[src/fpcs_map.svh]
`ifndef FPCS_MAP_SVH
`define FPCS_MAP_SVH
// register byte offsets on the wishbone slave
`define FPCS_CTRL_OFS 4'h0
`define FPCS_ADDR_OFS 4'h4
// field positions in the context control word
`define FPCS_BIT_LAZY 0
`define FPCS_BIT_USER 1
`define FPCS_BIT_OWNER 2
`define FPCS_BIT_THREAD 3
`define FPCS_BIT_HARD_FAULT_READY 4
`define FPCS_BIT_MEMORY_FAULT_READY 5
`define FPCS_BIT_BUS_FAULT_READY 6
// reset values
`define FPCS_CTRL_RST 7'h00
`define FPCS_ADDR_RST 29'h0000_0000
// context address alignment
`define FPCS_ADDR_LSB 3
`endif

[src/fpcs_pkg.sv]
package fpcs_pkg;
  // security state selecting a banked copy
  typedef enum logic {
    FPCS_NS = 1'b0,
    FPCS_S = 1'b1
  } fpcs_sec_t;
  // wishbone slave states
  typedef enum logic [1:0] {
    FPCS_IDLE = 2'b00,
    FPCS_ACK = 2'b01,
    FPCS_WAIT = 2'b10
  } fpcs_wb_t;
endpackage : fpcs_pkg

[src/fpcs_wb_if.sv]
`timescale 1ns/1ps
interface fpcs_wb_if;
  logic req;
  logic we;
  logic [3:0] adr;
  logic [31:0] wdat;
  logic [3:0] sel;
  logic [31:0] rdat;
  logic ack;
  modport slave (input req, input we, input adr, input wdat, input sel,
    output rdat, output ack);
  modport master (output req, output we, output adr, output wdat,
    output sel, input rdat, input ack);
endinterface : fpcs_wb_if

[src/fpcs_wb_slave.sv]
`timescale 1ns/1ps
module fpcs_wb_slave (
  input wire logic clk_sys,
  input wire logic rst,
  fpcs_wb_if.slave bus,
  input wire logic [31:0] rd_data,
  output logic wr_fire
);
  fpcs_pkg::fpcs_wb_t st_r;
  fpcs_pkg::fpcs_wb_t st_nxt;
  logic [31:0] rdat_r;

  // one-wait answer, then a mandatory idle cycle
  always_comb begin
    unique case (st_r)
      fpcs_pkg::FPCS_IDLE: st_nxt = bus.req ? fpcs_pkg::FPCS_ACK
                                            : fpcs_pkg::FPCS_IDLE;
      fpcs_pkg::FPCS_ACK: st_nxt = fpcs_pkg::FPCS_WAIT;
      fpcs_pkg::FPCS_WAIT: st_nxt = fpcs_pkg::FPCS_IDLE;
      default: st_nxt = fpcs_pkg::FPCS_IDLE;
    endcase
  end

  // state and read data capture
  always_ff @(posedge clk_sys) begin
    if (rst) begin
      st_r <= fpcs_pkg::FPCS_IDLE;
      rdat_r <= 32'h0000_0000;
    end else begin
      st_r <= st_nxt;
      if (st_r == fpcs_pkg::FPCS_IDLE && bus.req) begin
        rdat_r <= rd_data;
      end
    end
  end

  assign bus.ack = (st_r == fpcs_pkg::FPCS_ACK);
  assign bus.rdat = rdat_r;
  assign wr_fire = bus.ack & bus.we; // write lands at the ack edge
endmodule : fpcs_wb_slave

[src/fpcs_regs.sv]
// Our own choices: the Wishbone register port and the register addresses.
`timescale 1ns/1ps
`include "fpcs_map.svh"
// Notes on behaviour
// [RULE1] Bit 6 captures bus fault pend ability at frame allocation, shared.
// [RULE2] Non-secure access sees bits 6, 4 as zero, no write, if not routed.
// [RULE3] Bit 5 captures memory fault pend ability, one copy per state.
// [RULE4] Bit 4 captures hard fault pend ability at allocation, shared.
// [RULE5] Bit 3 records thread (1) or handler (0) mode, banked, info only.
// [RULE6] Bit 2 holds the context owner, zero and unwritable to non-secure.
// [RULE7] Owner updates on lazy preservation start and on each fp instruction.
// [RULE8] Bit 1 records unprivileged (1) or privileged (0), banked.
// [RULE9] Bit 0 shows lazy preservation pending, one copy per state.
// [RULE10] Address bits 31 to 3 point at the fp register area of the frame.
// [RULE11] Address bits 2 to 0 read zero, keeping eight-byte alignment.
// [RULE12] Each security state has its own address copy, chosen by the core.
// [RULE13] All captured bits and the address load in the allocation cycle.
module fpcs_regs (
  input wire logic clk_sys,
  input wire logic rst,
  // wishbone classic slave
  input wire logic wb_cyc_i,
  input wire logic wb_stb_i,
  input wire logic wb_we_i,
  input wire logic [3:0] wb_adr_i,
  input wire logic [31:0] wb_dat_i,
  input wire logic [3:0] wb_sel_i,
  output logic [31:0] wb_dat_o,
  output logic wb_ack_o,
  // state of the software access
  input wire logic acc_secure,
  input wire logic faults_to_nonsecure,
  // processor state
  input wire logic cur_secure,
  // frame allocation from exception entry
  input wire logic frame_alloc,
  input wire logic bus_fault_able,
  input wire logic memory_fault_able,
  input wire logic hard_fault_able,
  input wire logic thread_mode,
  input wire logic unprivileged,
  input wire logic [31:0] frame_fp_addr,
  // lazy state events
  input wire logic lazy_activate,
  input wire logic lazy_done,
  input wire logic fp_instr,
  // status towards the core
  output logic lazy_save_pending_s,
  output logic lazy_save_pending_ns,
  output logic fp_owner_secure,
  output logic [31:0] fp_context_address
);
  fpcs_wb_if bus ();
  logic wr_fire;
  logic [31:0] rd_data;

  // shared and banked stored fields
  logic bus_fault_ready_r;
  logic hard_fault_ready_r;
  logic owner_r;
  logic [1:0] memory_fault_ready_r;
  logic [1:0] thread_r;
  logic [1:0] user_r;
  logic [1:0] lazy_save_pending_r;
  logic [28:0] addr_r [2];

  // write-enable byte lane decode, used for the control register only
  function automatic logic lane0(input logic [3:0] sel);
    lane0 = sel[0];
  endfunction : lane0

  // bus wiring into the slave carrier
  assign bus.req = wb_cyc_i & wb_stb_i;
  assign bus.we = wb_we_i;
  assign bus.adr = wb_adr_i;
  assign bus.wdat = wb_dat_i;
  assign bus.sel = wb_sel_i;
  assign wb_dat_o = bus.rdat;
  assign wb_ack_o = bus.ack;

  fpcs_wb_slave u_slave (
    .clk_sys(clk_sys),
    .rst(rst),
    .bus(bus),
    .rd_data(rd_data),
    .wr_fire(wr_fire)
  );

  // access decode and banked selection
  wire logic bank = acc_secure;
  wire logic fault_vis = acc_secure | faults_to_nonsecure; // RULE2
  wire logic hit_ctrl = (bus.adr == `FPCS_CTRL_OFS);
  wire logic hit_addr = (bus.adr == `FPCS_ADDR_OFS);
  wire logic wr_ctrl = wr_fire & hit_ctrl & lane0(bus.sel);
  wire logic [3:0] addr_lane = bus.sel & {4{wr_fire & hit_addr}};
  wire logic [31:0] wr_word = bus.wdat;
  wire logic alloc_bank = cur_secure;
  wire logic [31:0] addr_view = {addr_r[bank], 3'b000}; // RULE11

  // read view of the control word
  wire logic [6:0] ctrl_view = {
    bus_fault_ready_r & fault_vis,        // RULE2
    memory_fault_ready_r[bank],
    hard_fault_ready_r & fault_vis,       // RULE2
    thread_r[bank],
    owner_r & acc_secure,                 // RULE6
    user_r[bank],
    lazy_save_pending_r[bank]
  };
  assign rd_data = hit_ctrl ? {25'h0, ctrl_view} :
                   hit_addr ? addr_view : 32'h0000_0000;

  // shared fault-ready bits
  always_ff @(posedge clk_sys) begin
    if (rst) begin
      bus_fault_ready_r <= 1'b0;
      hard_fault_ready_r <= 1'b0;
    end else if (frame_alloc) begin
      bus_fault_ready_r <= bus_fault_able;   // RULE1 RULE13
      hard_fault_ready_r <= hard_fault_able; // RULE4 RULE13
    end else if (wr_ctrl && fault_vis) begin // RULE2
      bus_fault_ready_r <= wr_word[`FPCS_BIT_BUS_FAULT_READY];
      hard_fault_ready_r <= wr_word[`FPCS_BIT_HARD_FAULT_READY];
    end
  end

  // context owner: hardware update wins over software write
  always_ff @(posedge clk_sys) begin
    if (rst) begin
      owner_r <= 1'b0;
    end else if (lazy_activate || fp_instr) begin
      owner_r <= cur_secure; // RULE7
    end else if (wr_ctrl && acc_secure) begin
      owner_r <= wr_word[`FPCS_BIT_OWNER]; // RULE6
    end
  end

  // banked control fields, one copy per security state
  for (genvar b = 0; b < 2; b++) begin : g_bank
    localparam logic bank_id = 1'(b);
    wire logic alloc_here = frame_alloc & (alloc_bank == bank_id);
    wire logic wr_here = wr_ctrl & (bank == bank_id);
    always_ff @(posedge clk_sys) begin
      if (rst) begin
        memory_fault_ready_r[b] <= 1'b0;
        thread_r[b] <= 1'b0;
        user_r[b] <= 1'b0;
      end else if (alloc_here) begin
        memory_fault_ready_r[b] <= memory_fault_able; // RULE3 RULE13
        thread_r[b] <= thread_mode;                   // RULE5
        user_r[b] <= unprivileged;                    // RULE8
      end else if (wr_here) begin
        memory_fault_ready_r[b] <= wr_word[`FPCS_BIT_MEMORY_FAULT_READY];
        thread_r[b] <= wr_word[`FPCS_BIT_THREAD];
        user_r[b] <= wr_word[`FPCS_BIT_USER];
      end
    end

    // lazy flag: set wins over clear and over software
    always_ff @(posedge clk_sys) begin
      if (rst) begin
        lazy_save_pending_r[b] <= 1'b0;
      end else if (lazy_activate && alloc_bank == bank_id) begin
        lazy_save_pending_r[b] <= 1'b1; // RULE9
      end else if (lazy_done && alloc_bank == bank_id) begin
        lazy_save_pending_r[b] <= 1'b0; // RULE9
      end else if (wr_here) begin
        lazy_save_pending_r[b] <= wr_word[`FPCS_BIT_LAZY];
      end
    end

    // banked context address, byte lanes honoured
    always_ff @(posedge clk_sys) begin
      if (rst) begin
        addr_r[b] <= `FPCS_ADDR_RST;
      end else if (alloc_here) begin
        addr_r[b] <= frame_fp_addr[31:`FPCS_ADDR_LSB]; // RULE10 RULE12
      end else if (bank == bank_id) begin
        if (addr_lane[0]) addr_r[b][4:0] <= wr_word[7:3];
        if (addr_lane[1]) addr_r[b][12:5] <= wr_word[15:8];
        if (addr_lane[2]) addr_r[b][20:13] <= wr_word[23:16];
        if (addr_lane[3]) addr_r[b][28:21] <= wr_word[31:24];
      end
    end
  end

  // status outputs
  assign lazy_save_pending_s = lazy_save_pending_r[1];
  assign lazy_save_pending_ns = lazy_save_pending_r[0];
  assign fp_owner_secure = owner_r;
  assign fp_context_address = {addr_r[cur_secure], 3'b000}; // RULE12

  // checks
  property p_bf_capture;
    @(posedge clk_sys) disable iff (rst)
    frame_alloc |=> bus_fault_ready_r == $past(bus_fault_able);
  endproperty
  a_bf_capture: assert property (p_bf_capture) // RULE1
    else $error("bus fault ready not captured");

  property p_raz_ns;
    @(posedge clk_sys) disable iff (rst)
    (!acc_secure && !faults_to_nonsecure && hit_ctrl) |->
      (rd_data[`FPCS_BIT_BUS_FAULT_READY] == 1'b0 && rd_data[`FPCS_BIT_HARD_FAULT_READY] == 1'b0);
  endproperty
  a_raz_ns: assert property (p_raz_ns) // RULE2
    else $error("fault ready bits visible to non-secure");

  property p_mm_bank;
    @(posedge clk_sys) disable iff (rst)
    frame_alloc |=>
      memory_fault_ready_r[$past(cur_secure)] == $past(memory_fault_able);
  endproperty
  a_mm_bank: assert property (p_mm_bank) // RULE3
    else $error("memory fault ready not banked");

  property p_hf_capture;
    @(posedge clk_sys) disable iff (rst)
    frame_alloc |=> hard_fault_ready_r == $past(hard_fault_able);
  endproperty
  a_hf_capture: assert property (p_hf_capture) // RULE4
    else $error("hard fault ready not captured");

  property p_owner_hide;
    @(posedge clk_sys) disable iff (rst)
    (!acc_secure && hit_ctrl) |-> rd_data[`FPCS_BIT_OWNER] == 1'b0;
  endproperty
  a_owner_hide: assert property (p_owner_hide) // RULE6
    else $error("owner bit visible to non-secure");

  property p_owner_upd;
    @(posedge clk_sys) disable iff (rst)
    (lazy_activate || fp_instr) |=> owner_r == $past(cur_secure);
  endproperty
  a_owner_upd: assert property (p_owner_upd) // RULE7
    else $error("owner bit not updated");

  property p_lazy_set;
    @(posedge clk_sys) disable iff (rst)
    lazy_activate |=> lazy_save_pending_r[$past(cur_secure)];
  endproperty
  a_lazy_set: assert property (p_lazy_set) // RULE9
    else $error("lazy pending not set");

  property p_addr_align;
    @(posedge clk_sys) disable iff (rst)
    hit_addr |-> rd_data[2:0] == 3'b000;
  endproperty
  a_addr_align: assert property (p_addr_align) // RULE11
    else $error("address low bits not zero");

  property p_addr_cap;
    @(posedge clk_sys) disable iff (rst)
    (frame_alloc && cur_secure) ##1 cur_secure |->
      fp_context_address == ($past(frame_fp_addr) & 32'hffff_fff8);
  endproperty
  a_addr_cap: assert property (p_addr_cap) // RULE10 RULE12 RULE13
    else $error("context address not captured");
  property p_addr_ns;
    @(posedge clk_sys) disable iff (rst)
    (frame_alloc && !cur_secure) |=>
      {addr_r[0], 3'b000} == ($past(frame_fp_addr) & 32'hffff_fff8);
  endproperty
  a_addr_ns: assert property (p_addr_ns) // RULE10 RULE12
    else $error("non-secure context address not captured");
  property p_thread_cap;
    @(posedge clk_sys) disable iff (rst)
    frame_alloc |=> thread_r[$past(cur_secure)] == $past(thread_mode);
  endproperty
  a_thread_cap: assert property (p_thread_cap) // RULE5
    else $error("thread mode not captured");
  property p_user_cap;
    @(posedge clk_sys) disable iff (rst)
    frame_alloc |=> user_r[$past(cur_secure)] == $past(unprivileged);
  endproperty
  a_user_cap: assert property (p_user_cap) // RULE8
    else $error("privilege level not captured");
  property p_mm_other;
    @(posedge clk_sys) disable iff (rst)
    (frame_alloc && cur_secure && !(wr_ctrl && !acc_secure)) |=>
      $stable(memory_fault_ready_r[0]);
  endproperty
  a_mm_other: assert property (p_mm_other) // RULE3
    else $error("secure capture disturbed non-secure copy");

  // software write protection, visibility, and lazy flag clear and hold
  property p_bf_wi;
    @(posedge clk_sys) disable iff (rst)
    (wr_ctrl && !fault_vis && !frame_alloc) |=>
      $stable(bus_fault_ready_r);
  endproperty
  a_bf_wi: assert property (p_bf_wi) // RULE2
    else $error("bus fault ready written from non-secure");
  property p_hf_wi;
    @(posedge clk_sys) disable iff (rst)
    (wr_ctrl && !fault_vis && !frame_alloc) |=>
      $stable(hard_fault_ready_r);
  endproperty
  a_hf_wi: assert property (p_hf_wi) // RULE2
    else $error("hard fault ready written from non-secure");
  property p_owner_wi;
    @(posedge clk_sys) disable iff (rst)
    (wr_ctrl && !acc_secure && !lazy_activate && !fp_instr) |=>
      $stable(owner_r);
  endproperty
  a_owner_wi: assert property (p_owner_wi) // RULE6
    else $error("owner bit written from non-secure");
  property p_fault_vis;
    @(posedge clk_sys) disable iff (rst)
    (!acc_secure && faults_to_nonsecure && hit_ctrl) |->
      (rd_data[`FPCS_BIT_BUS_FAULT_READY] == bus_fault_ready_r &&
       rd_data[`FPCS_BIT_HARD_FAULT_READY] == hard_fault_ready_r);
  endproperty
  a_fault_vis: assert property (p_fault_vis) // RULE2
    else $error("routed fault ready bits hidden");
  property p_lazy_clr;
    @(posedge clk_sys) disable iff (rst)
    (lazy_done && !lazy_activate) |=>
      !lazy_save_pending_r[$past(cur_secure)];
  endproperty
  a_lazy_clr: assert property (p_lazy_clr) // RULE9
    else $error("lazy pending not cleared");
  property p_lazy_hold;
    @(posedge clk_sys) disable iff (rst)
    (!lazy_activate && !lazy_done && !wr_ctrl) |=>
      $stable(lazy_save_pending_r);
  endproperty
  a_lazy_hold: assert property (p_lazy_hold) // RULE9
    else $error("lazy pending changed without cause");

  // bus handshake and reset state
  property p_ack_next;
    @(posedge clk_sys) disable iff (rst)
    $rose(bus.req) |=> wb_ack_o;
  endproperty
  a_ack_next: assert property (p_ack_next)
    else $error("ack not given one cycle after request");
  property p_ack_pulse;
    @(posedge clk_sys) disable iff (rst)
    wb_ack_o |=> !wb_ack_o;
  endproperty
  a_ack_pulse: assert property (p_ack_pulse)
    else $error("ack longer than one cycle");
  property p_rdat_hold;
    @(posedge clk_sys) disable iff (rst)
    !bus.req |=> $stable(wb_dat_o);
  endproperty
  a_rdat_hold: assert property (p_rdat_hold)
    else $error("read data changed without request");
  property p_reset_state;
    @(posedge clk_sys)
    rst |=> (!wb_ack_o && wb_dat_o == 32'h0000_0000 &&
      !fp_owner_secure && !lazy_save_pending_s && !lazy_save_pending_ns);
  endproperty
  a_reset_state: assert property (p_reset_state)
    else $error("outputs not cleared by reset");

  c_alloc: cover property (@(posedge clk_sys) disable iff (rst)
    frame_alloc ##2 frame_alloc);
  c_ns_write: cover property (@(posedge clk_sys) disable iff (rst)
    wr_ctrl && !acc_secure && !faults_to_nonsecure);
  c_lazy: cover property (@(posedge clk_sys) disable iff (rst)
    lazy_activate ##[1:20] lazy_done);
  c_ns_read: cover property (@(posedge clk_sys) disable iff (rst)
    wb_ack_o && !acc_secure && !wb_we_i);
endmodule : fpcs_regs

[config.mk]
export PLATFORM = sky130hd
export DESIGN_NAME = fpcs_regs
export DESIGN_NICKNAME = d
export VERILOG_FILES = /design/src/fpcs_pkg.sv /design/src/fpcs_wb_if.sv /design/src/fpcs_wb_slave.sv /design/src/fpcs_regs.sv
export VERILOG_INCLUDE_DIRS = /design/src
export SDC_FILE = /design/constraint.sdc
export NUM_CORES = 1
export LEC_CHECK = 0
export BUFFER_PORTS_ARGS = -buffer_cell sky130_fd_sc_hd__buf_2
export CAP_MARGIN = 20
export CORE_MARGIN = 3
export CORE_UTILIZATION = 51
export CTS_CLUSTER_SIZE = 28
export DETAILED_ROUTE_END_ITERATION = 6
export PLACE_DENSITY = 0.78
export SLEW_MARGIN = 20
export SYNTH_ARGS = -nofsm -noshare
export SYNTH_HDL_FRONTEND = slang
export SYNTH_HIERARCHICAL = 1
export SYNTH_SLANG_ARGS = --single-unit
[constraint.sdc]
create_clock -name clk_sys -period 3.1 [get_ports clk_sys]
set_input_delay 0.31 -clock clk_sys [delete_from_list [all_inputs] [get_ports clk_sys]]
set_output_delay 0.31 -clock clk_sys [all_outputs]
set_load 0.01 [all_outputs]
==> run metrics <==
count of instances resized after the clock tree is built 0; final setup fails 0; number of antenna violations at the first check in global routing 2; setup repair after global routing missed its margin false; die boundary width 111 um; origin of the worst min-delay path wb_dat_i[0]; crit path max fanout 11; Mapped Area ~5600 um^2; area growth from synthesis to layout 17.6%; placer's final routability congestion estimate 0.898; endpoint type of the worst setup path flop; Critical Setup Path Class flop to flop; H-tree depth 3; Synth Register Bits roughly 100; clock tree from TritonCTS done; data required time at the worst endpoint 3.16 ns; number of fill cells in the layout 883; Final Routed Wirelength 14.9 mm; Ys Warns 6; Top-Level Pins roughly 160; via total after detailed routing 4526; overall fraction of global-route tracks in use 23.8%; Synth Flop Type edfxtp_1; Reg area 2640 um^2; buffers inserted by post-CTS timing repair 0; Worst Path Arrival 2.25 ns; startpoint of the worst-slack reg-to-reg timing path u_slave/st_r[0]; antenna diode count 0; path type of the worst min-delay path input port to flop; pin count of the biggest net entering global routing 53; final standard cell utilization of the core about 63%; max frequency 456 MHz; Pre-antenna DRT Iters 5; run status completed; total power 2.81 mW; worst-case headroom to the max-slew limit 43.5%; die area ~12000 um^2; share of cells above drive strength 1 35.4%; vias in the first global route roughly 4500; synthesized instance count 494; static leakage 2.66 nW; endpoints failing hold 0; Initial Utilization between 50% and 60%; area occupied by multi-input gates 2690 um^2; Fin Setup TNS 0 ns; fraction of registers with async set/reset 0%; final clock period utilization by the worst path 70.7%; worst-case clock skew roughly 0.0053 ns; Peak VDD IR approximately 0.00020 V; Die H 111 um; clock root buffer clkbuf_8; detailed placement HPWL 10.4 mm; core area 10500 um^2; site row count 37; DR WL/cell 19.5 um; post-detailed-route count of antenna-violating nets 0; reg-to-reg slack, setup ~0.9 ns; Avg Inst Size Synth roughly 11 um^2; CTS max path bufs 2; power density cells 426 nW/um^2; max-cap violations 0; TritonCTS buffer count 9; number of enable-type register cells in the synthesized netlist 58; Worst-Margin Slew 0.842 ns; Total Nets Final roughly 710; clock-pin slew on the worst setup and hold paths 0.10 ns; post-DR vias/cell 5.93; Sinks on Clock Net a little over 100; Overflow after GRT 0; post-synthesis sequential area ratio 47.2%; Slew Viols, Final 0; synth unique cells 43; DR DRC count 0; global-route wire length before repair 23.4 mm; startpoint of the worst setup timing path u_slave/st_r[0]; Worst Setup Start Kind flop; Iter 0 DRT Violations 324; clock latency on the worst-skew pair 0.38 ns; CTS Hold Buffers Added 0; # port buffers 150; time the worst path needs with I/O delays and setup 2.19 ns
[logic make-up (layout without fill, tap and decap cells)]
kind of cell    after synthesis  after routing  synth area share (%)
mux                          99             99                  18.4
flops                       103            103                  47.2
other cells                   1              3                0.0669
compound gates               92             92                  14.9
simple gates                142            142                  14.2
buf+inv                      57            188                  5.32
[state kept, by name, summed over array words and instances (netlist names)]
| signal | count |
|---|---|
| user_r | 2 |
| hard_fault_ready_r | 1 |
| bus_fault_ready_r | 1 |
| thread_r | 2 |
| lazy_save_pending_ns | 1 |
| fp_owner_secure | 1 |
| u_slave/st_r | 2 |
| addr_r | 58 |
| memory_fault_ready_r | 2 |
| lazy_save_pending_s | 1 |
| u_slave/bus.rdat | 32 |
[area by class of cell]
class | instances | area share, %
multi-input combinational | 336 | 40.8
timing repair buffer | 169 | 13.6
inverter | 3 | 0.171
clock inverter | 6 | 0.665
sequential | 103 | 40.1
tap | 136 | 2.58
clock buffer | 10 | 2.09
[metrics by stage]
step                cell area (um^2)  hold slack [ns]  setup slack, ns  instances
detailed placement              6410            0.461            0.867        747
finish                          6590            0.195            0.909        763
global route                    6590            0.216            0.788        763
floorplan                       5610            0.463            0.903        496
global placement                6400            0.456            0.640        747
CTS                             6590            0.185            0.944        763
[Yosys cell counts, types with 3 or more instances]
library cell / number / share of area (%)
mux2_2: 30 / 6.0
edfxtp_1: 58 / 31
buf_1: 5 / 0.34
buf_4: 4 / 0.54
inv_1: 3 / 0.20
nor3_1: 3 / 0.27
nand3_1: 9 / 0.80
a32o_1: 58 / 10
a221o_1: 4 / 0.71
o31ai_1: 3 / 0.40
nor2_1: 40 / 2.7
and3_1: 5 / 0.56
a211oi_1: 6 / 0.80
o21ai_0: 7 / 0.63
clkbuf_1: 31 / 2.1
nand2b_1: 64 / 7.1
nor2b_1: 5 / 0.56
mux2i_1: 69 / 12
buf_2: 10 / 0.89
buf_12: 3 / 1.1
dfxtp_1: 45 / 16
a311oi_1: 5 / 0.78
[path summary, 6_finish.rpt]
check	endpoint	cells after the start
max reg2reg	addr_r[1][2]	6
min reg2reg	u_slave/bus.rdat[11]	2
max	addr_r[1][2]	6
min	lazy_save_pending_ns	2
[critical path: stages, from the launching register on]
cell and delay [ns]:
dfxtp_1 0.39, nor2b_2 0.18, and2_1 0.38, nand2_1 0.26
nor2_1 0.15, buf_4 0.19, a221o_1 0.33
[routing by layer]
layer	GRT usage [%]	part of all wire, %	wire length (um)
met1	30.6	42	6220
met2	39.9	48	7190
met3	4.59	7.7	1150
met4	8.87	2.2	335
met5	0	0.094	14
[report_power, final]
| group | internal, mW | total [mW] | switching [mW] |
|---|---|---|---|
| clock network | 0.319 | 0.806 | 0.487 |
| registers | 1.52 | 1.56 | 0.0352 |
| logic | 0.200 | 0.445 | 0.245 |
[layout by cell type, fill, tap and decap left out, types with 2 or more instances in the layout]
cell type,count
buf_2,150
mux2i_1,69
nand2b_1,64
a32o_1,58
edfxtp_1,58
dfxtp_1,45
nor2_1,39
mux2_2,30
buf_4,19
clkbuf_8,10
nand3_1,9
o21ai_0,6
a211oi_1,6
and3_1,5
nor2b_1,5
a311oi_1,5
a221o_1,4
inv_1,3
o31ai_1,3
conb_1,3
or4_1,2
o2bb2ai_1,2
o22ai_1,2
nand2_1,2
nor3_2,2
and2_1,2
inv_6,2
clkinv_2,2
No activity file was read; power rests on OpenSTA's default activity.
